--- config.mk ---
export PLATFORM = sky130hd
export DESIGN_NAME = gib_global_status
export DESIGN_NICKNAME = d
export VERILOG_FILES = /design/src/design/gib_sticky_bit.v /design/src/design/gib_global_status.v
export VERILOG_INCLUDE_DIRS = /design/src /design/src/shared
export SDC_FILE = /design/constraint.sdc
export NUM_CORES = 1
export LEC_CHECK = 0
export ABC_AREA = 1
export BUFFER_PORTS_ARGS = -buffer_cell sky130_fd_sc_hd__buf_2
export CAP_MARGIN = 30
export CORE_UTILIZATION = 30
export CTS_CLUSTER_SIZE = 8
export DETAILED_ROUTE_END_ITERATION = 7
export PLACE_DENSITY = 0.69
export SYNTH_ARGS = -nofsm -noshare
export SYNTH_HDL_FRONTEND = slang
export SYNTH_SLANG_ARGS = --single-unit
--- constraint.sdc ---
create_clock -name clk_sys -period 1.5 [get_ports clk_sys]
set_input_delay 0.3 -clock clk_sys [delete_from_list [all_inputs] [get_ports clk_sys]]
set_output_delay 0.3 -clock clk_sys [all_outputs]
set_load 0.02 [all_outputs]
--- src/shared/gib_defs.vh ---
// register offsets, field positions and widths for the global irq and boot status block
`ifndef GIB_DEFS_VH
`define GIB_DEFS_VH
`define GIB_ADDR_W          16
`define GIB_DATA_W          8
`define GIB_NUM_REF         2
`define GIB_ADDR_INT_STAT   16'h0200
`define GIB_ADDR_INT_EN     16'h0208
`define GIB_ADDR_SUMMARY    16'h020d
`define GIB_ADDR_RSVD_A     16'h020e
`define GIB_ADDR_RSVD_B     16'h020f
`define GIB_ADDR_BOOT_ERR   16'h0210
`define GIB_ADDR_BOOT_DONE  16'h0211
`define GIB_ADDR_RSVD_C     16'h0212
`define GIB_BIT_LOS0        0
`define GIB_BIT_LOS1        1
`define GIB_BIT_HOLD        4
`define GIB_BIT_LOL         6
`define GIB_BIT_SUMMARY     0
`define GIB_BIT_LOAD_FAIL   0
`define GIB_BIT_CRC_ERR     1
`define GIB_BIT_LOAD_DONE   0
`define GIB_RST_BYTE        8'h00
`endif

--- src/design/gib_sticky_bit.v ---
// one sticky alarm bit with write-one-to-clear and its enable
`timescale 1ns/1ns
module gib_sticky_bit
(
  // clock and reset
  input  wire clk_sys,
  input  wire nrst,
  // alarm event, synchronous to clk_sys
  input  wire alarm,
  // clear and enable write strobes
  input  wire clr,
  input  wire en_wr,
  input  wire en_val,
  // state
  output reg  sticky,
  output reg  enable,
  output wire active
);

  always @(posedge clk_sys)
  begin
    if (!nrst)
    begin
      sticky <= 1'b0;
      enable <= 1'b0;
    end
    else
    begin
      // set wins over a clear in the same cycle
      if (alarm)
        sticky <= 1'b1;
      else if (clr)
        sticky <= 1'b0;
      if (en_wr)
        enable <= en_val;
    end
  end

  assign active = sticky & enable;

endmodule

--- src/design/gib_global_status.v ---
// global interrupt summary and configuration boot status block
// Summary of operation
// - With no enabled alarm status bit set the summary reads 0 and the interrupt pin is released.
// - With any enabled alarm status bit set the summary reads 1 and the pin is driven low; the summary is read-only.
// - A checksum mismatch on the configuration load sets a read-only flag that only reset clears.
// - A failed configuration read sets a read-only flag that writes cannot clear, only reset.
// - Completion of the configuration read sets a read-only done flag held until reset.
// - Each alarm sets its sticky status bit, which holds until the host writes 1 to it.
// - A status bit reaches the summary and pin only when its enable is 1, enables reset to 0.
`timescale 1ns/1ns
`include "gib_defs.vh"
module gib_global_status
#(
  parameter NUM_REF = `GIB_NUM_REF
)
(
  // clock and reset
  input  wire                   clk_sys,
  input  wire                   nrst,
  // register port from the serial control port
  input  wire [`GIB_ADDR_W-1:0] reg_addr,
  input  wire                   reg_wr,
  input  wire                   reg_rd,
  input  wire [`GIB_DATA_W-1:0] reg_wdata,
  output reg  [`GIB_DATA_W-1:0] reg_rdata,
  // alarm events, one-cycle or level
  input  wire                   lock_loss_evt,
  input  wire                   holdover_evt,
  input  wire [NUM_REF-1:0]     signal_loss_evt,
  // boot loader results, pulses
  input  wire                   boot_done_evt,
  input  wire                   boot_fail_evt,
  input  wire                   boot_crc_evt,
  // interrupt pin, active low open drain
  output wire                   irq_line_low,
  output wire                   irq_line_low_oe,
  // flags
  output wire                   irq_summary,
  output reg                    config_load_done,
  output reg                    config_load_failed,
  output reg                    eeprom_crc_mismatch
);

  // ************************************************************
  // alarm bit map: index 0..NUM_REF-1 los, then hold, then lol
  // ************************************************************
  localparam NBIT = NUM_REF + 2;

  wire            wr_stat = reg_wr & (reg_addr == `GIB_ADDR_INT_STAT);
  wire            wr_en   = reg_wr & (reg_addr == `GIB_ADDR_INT_EN);
  wire [NBIT-1:0] alarm;
  wire [NBIT-1:0] sticky;
  wire [NBIT-1:0] enable;
  wire [NBIT-1:0] active;
  wire [7:0]      stat_byte;
  wire [7:0]      en_byte;

  assign alarm = {lock_loss_evt, holdover_evt, signal_loss_evt};

  genvar i;
  generate
    for (i = 0; i < NBIT; i = i + 1)
    begin : g_alarm
      localparam POS = (i == NBIT - 1) ? `GIB_BIT_LOL :
                       (i == NBIT - 2) ? `GIB_BIT_HOLD : i;
      gib_sticky_bit u_bit
      (
        .clk_sys (clk_sys),
        .nrst    (nrst),
        .alarm   (alarm[i]),
        .clr     (wr_stat & reg_wdata[POS]),
        .en_wr   (wr_en),
        .en_val  (reg_wdata[POS]),
        .sticky  (sticky[i]),
        .enable  (enable[i]),
        .active  (active[i])
      );
      assign stat_byte[POS] = sticky[i];
      assign en_byte[POS]   = enable[i];
    end
  endgenerate

  // unused byte positions read as zero
  generate
    for (i = 0; i < 8; i = i + 1)
    begin : g_fill
      if (!(i < NUM_REF || i == `GIB_BIT_HOLD || i == `GIB_BIT_LOL))
      begin : g_zero
        assign stat_byte[i] = 1'b0;
        assign en_byte[i]   = 1'b0;
      end
    end
  endgenerate

  // ************************************************************
  // summary and interrupt pin
  // ************************************************************
  assign irq_summary     = |active;
  assign irq_line_low    = 1'b0;
  assign irq_line_low_oe = irq_summary;

  // ************************************************************
  // boot status flags, only reset clears them
  // ************************************************************
  reg next_load_done;
  reg next_load_failed;
  reg next_crc_mismatch;

  // the loader pulses only set these; no register write reaches them
  always @*
  begin
    next_load_done    = config_load_done;
    next_load_failed  = config_load_failed;
    next_crc_mismatch = eeprom_crc_mismatch;
    if (boot_done_evt)
      next_load_done = 1'b1;
    if (boot_fail_evt)
      next_load_failed = 1'b1;
    if (boot_crc_evt)
      next_crc_mismatch = 1'b1;
  end

  always @(posedge clk_sys)
  begin
    if (!nrst)
    begin
      config_load_done    <= 1'b0;
      config_load_failed  <= 1'b0;
      eeprom_crc_mismatch <= 1'b0;
    end
    else
    begin
      config_load_done    <= next_load_done;
      config_load_failed  <= next_load_failed;
      eeprom_crc_mismatch <= next_crc_mismatch;
    end
  end

  // ************************************************************
  // read address decode
  // ************************************************************
  wire rd_stat;
  wire rd_en;
  wire rd_sum;
  wire rd_err;
  wire rd_done;
  wire rd_other;

  assign rd_stat  = reg_rd & (reg_addr == `GIB_ADDR_INT_STAT);
  assign rd_en    = reg_rd & (reg_addr == `GIB_ADDR_INT_EN);
  assign rd_sum   = reg_rd & (reg_addr == `GIB_ADDR_SUMMARY);
  assign rd_err   = reg_rd & (reg_addr == `GIB_ADDR_BOOT_ERR);
  assign rd_done  = reg_rd & (reg_addr == `GIB_ADDR_BOOT_DONE);
  // reserved and unmapped bytes
  assign rd_other = reg_rd & ~(rd_stat | rd_en | rd_sum | rd_err | rd_done);

  // ************************************************************
  // read byte images, reserved bits read zero
  // ************************************************************
  wire [7:0] sum_byte;
  wire [7:0] err_byte;
  wire [7:0] done_byte;

  assign sum_byte  = {7'h00, irq_summary};
  assign err_byte  = {6'h00, eeprom_crc_mismatch, config_load_failed};
  assign done_byte = {7'h00, config_load_done};

  // ************************************************************
  // read data register, holds until the next read
  // ************************************************************
  reg [7:0] next_rdata;

  always @*
  begin
    next_rdata = reg_rdata;
    if (rd_stat)
      next_rdata = stat_byte;
    else if (rd_en)
      next_rdata = en_byte;
    else if (rd_sum)
      next_rdata = sum_byte;
    else if (rd_err)
      next_rdata = err_byte;
    else if (rd_done)
      next_rdata = done_byte;
    else if (rd_other)
      next_rdata = `GIB_RST_BYTE;
  end

  always @(posedge clk_sys)
  begin
    if (!nrst)
      reg_rdata <= `GIB_RST_BYTE;
    else
      reg_rdata <= next_rdata;
  end

endmodule

======== Word level (Yosys, flattened, before mapping) ========
Cells that the tools add are included.
operators by class
  $add $sub $neg .......................... 0
  equality and inequality tests ........... 5
  multiply operators ...................... 0
  divide/modulo/power cells ............... 0
  bitwise operators ....................... 21
  reduce and logical (&&, ||, !) cells .... 6
  shifts and indexed selects .............. 0
  multiplexer cells ....................... 14
  magnitude comparators ................... 0
operators by type and width
  kind                                                    number
  equality test 16 x 10 -> 1 bit (second input constant)  5
  two-way mux 7 bit                                       6
  bitwise AND 1 bit                                       16
  two-way mux 1 bit                                       8
  nonzero test 2 bit                                      4
  nonzero test 6 bit                                      1
  OR 1 bit                                                4
  OR reduction 4 bit                                      1
  NOT 1 bit                                               1
word-level totals
  output and inout port bits .............. 14
  register bits after elaboration ......... 15
  bits in latches ......................... 0
  bits in writable memories ............... 0
  memories ................................ 0
  bits in read-only memories .............. 0

======== Depth between registers and ports, before layout ========
  depth in word-level cells ............... 14
  mapped depth ............................ 10

======== Cells and area by module ========
A second synthesis with hierarchy kept.
unflattened totals
  cells, all modules ...................... 152
  area, all modules ....................... 948.4 um^2
by module, submodules not included
  module             cells an instance  times used  area each (um^2)
  gib_global_status  100                1           598.1
  gib_sticky_bit     13                 4           87.6

======== Worst setup path before layout ========
Ideal clock, no wire load.
  kind .................................... register -> output
  start point ............................. reg g_alarm[2].u_bit.enable
  end point ............................... out irq_summary
  required time ........................... 1.200 ns
  cell stages (with the launch flop) ...... 5
  slack ................................... 0.263 ns
  arrival ................................. 0.937 ns
  path through ............................ dfxtp_1 a22o_1 nor2_1 inv_1 buf_4
on the way
  word-level cells in the longest chain between the ends .. 2
RTL lines
  what                    line                    source
  from (decl)             gib_sticky_bit.v:16     output reg enable,
  from (signal assigned)  gib_sticky_bit.v:35     enable <= en_val;
  bitwise AND 1 bit       gib_sticky_bit.v:39     assign active = sticky & enable;
  OR reduction 4 bit      gib_global_status.v:98  assign irq_summary = |active;
  to (decl)               gib_global_status.v:38  output wire irq_summary,
No other way between the ends.

======== Final worst setup path ========
  start point ............................. reg g_alarm[2].u_bit.enable
  end point ............................... out irq_line_low_oe
on the way
  word-level cells in the longest chain between the ends .. 2
RTL lines
  what                line                    source
  bitwise AND 1 bit   gib_sticky_bit.v:39
  OR reduction 4 bit  gib_global_status.v:98
  to (decl)           gib_global_status.v:36  output wire irq_line_low_oe,
No other way between the ends.

==> flow_summary.yaml <==
global_routing:
  grt_start_max_net_pins: 10
  gr-total-overflow: 0
  grt_usage_pct: 13.4
  antenna_found_initial: 0
  grt_pass1_vias: 739
  grt_pass1_wl_um: 2860
place:
  gp_congestion: 0.728
  dp_slack_ns: 0.0723
  dpl-instance-area_um2: 1030
  dp_hpwl_um: 1450
  port_buffers: 39
critical_path:
  cp.depth: 4
  path_class: "flip-flop to output pin"
  reg2reg_slack_ns: 0.34
  path_max_fanout: 3
  crit_family: "flip-flops"
  crit_path_end_kind: "output pin"
  crit_path_cell_trace: "a22o_1, nor2_2, inv_2, buf_6"
  rr_worst_depth: 7
  crit_slowest_cell: "dfxtp_2"
  crit_buf_inv: 2
  cp-start-kind: "flip-flop"
  worstPathRequired_ns: 1.20
  cp.arrival_ns: 1.18
  crit_path_max_incr_delay_ns: 0.33
detailed_routing:
  drt_iter0_drc: 11
  ant_nets: 0
  dr.pass1.iters: 4
  drc: 0
  via_per_inst: 4.44
  num_vias: 853
  wl_um: 1750
  wl_per_cell_um: 9.09
logic_synthesis:
  synth.cell_area_um2: 817
  synth-seq-cells: 15
  ys_types: 19
  syn_inst: 119
  synth.area.top_cells: "dfxtp_1 (37%), nor2_1 (12%), nand2_1 (11%)"
  yosysTopAreaCellShare_pct: 36.8
  yosysWarnings: 0
  ys_seq_area_share_pct: 36.8
  syn_area_per_cell_um2: 6.87
  synth_top_area_cell: "dfxtp_1"
pwr:
  p_per_area_nw_per_um2: 698
  leakage_nw: 0.500
  irDropWorstVdd_mv: 0.622
floorplan:
  die_y_um: 54.2
  row_count: 18
  io_pins: 49
  coreArea_um2: 2520
  dieArea_um2: 2940
  fp.dieW_um: 54.2
  start_util_pct: 32.4
cts:
  clk_latency_ns: 0.27
  cts_buffer_depth: 2
  tritoncts: "done"
  clock-sinks: 15
  root_buffer: "clkbuf_4"
  htreeDepth: 1
  hold_buffers: 0
  numCtsBuffers: 3
  path_clk_slew_ns: 0.08
worst_hold_path:
  hold_path_depth: 3
  min_path_type: "primary input to flip-flop"
sta:
  finalCritPeriodShare_pct: 98.6
  post-route-min-period_ns: 1.48
  finalHoldViolations: 0
  finalSetupViolations: 0
  hold_slack_ns: 0.227
  skew_ns: 0.000461
  final.setup.tns_ns: 0
  max_freq_mhz: 676
  worst_slack_ns: 0.0209
  slew_viol_final: 0
  rsz0062_at_grt: "true"
run:
  drv_cap: 0
final_layout:
  final_area_um2: 1080
  drive_gt1_share_pct: 36.4
  fin_nets: 198
  syn_to_final_growth_pct: 32.2
  layout_common_cells: "buf_2 (37), nor2_1 (25), nand2_1 (24)"
  final_common_cell: "buf_2"
  antenna_cells: 0
  utilization_pct: 42.8
status:
  status: "finished, final reports clean"
power breakdown:
group / total [W] / switching, W / leakage, nW / internal (W)
registers: 0.000423 / 0.0000109 / 0.124 / 0.000412
clock network: 0.000222 / 0.000119 / 0.0150 / 0.000103
logic: 0.000109 / 0.0000631 / 0.360 / 0.0000458
total: 0.000754 / 0.000193 / 0.500 / 0.000561
cell usage after synthesis, drive strengths merged:
cell    number
clkinv       1
nor2        31
o21ai        4
nand2       27
a41oi        1
nand3b       1
nor3b        1
dfxtp       15
a22o         2
nand4        5
buf          6
a21oi        8
a31oi        1
conb         1
nand3        3
inv         12
final cells by class:
type	instances	area, µm²
Tap cell	30	37.5
Fill cell	277	1440
Timing Repair Buffer	41	223
Multi-Input combinational cell	89	440
Sequential cell	15	304
Clock buffer	4	26.3
Inverter	13	48.8
repair_timing:
item / CTS / global route
resized for setup: 5 / 4
setup buffers: 1 / 0
setup endpoints to repair: 2 / 2
pin swaps: 1 / 1
sequential cells by signal (all words and copies together), names as in the netlist:
signal	flops
g_alarm.u_bit.enable	4
g_alarm.u_bit.sticky	4
reg_rdata	4
config_load_done	1
config_load_failed	1
eeprom_crc_mismatch	1
worst min-delay path, stage by stage:
cell    delay, ns
buf_2        0.07
nor2_1       0.03
nor2_1       0.07
worst paths after layout:
kind / from / end
worst min-delay path: boot_fail_evt / config_load_failed
worst min register to register: g_alarm[1].u_bit.enable / g_alarm[1].u_bit.enable
worst max-delay path: g_alarm[2].u_bit.enable / irq_line_low_oe
worst max register to register: g_alarm[2].u_bit.enable / reg_rdata[0]
through the flow:
| stage | power, W | cells |
|---|---|---|
| after global routing | 0.000799 | 192 |
| after CTS | 0.000759 | 192 |
| after global placement | 0.000537 | 187 |
| final | 0.000754 | 192 |
| after detailed placement | 0.000541 | 187 |
| after floorplan | 0.000491 | 123 |
layer usage:
metal / up-vias / wire (µm) / global-route usage [%]
met2: 36 / 799 / 23.2
li1: 459 / - / -
met1: 356 / 801 / 15.4
met3: 2 / 132 / 1.98
met4: 0 / 11 / 7.69
met5: - / 0 / 0
cells by family (layout without fill, tap and decap cells):
logic type | Yosys count | after routing | share of synthesized area (%)
AND/OR/NAND/NOR | 68 | 68 | 39.0
AO/OA/AOI/OAI | 16 | 16 | 12.3
buffers and inverters | 19 | 58 | 11.5
other | 1 | 5 | 0.459
flip-flops | 15 | 15 | 36.8
Power figures use the tool's default switching activity.
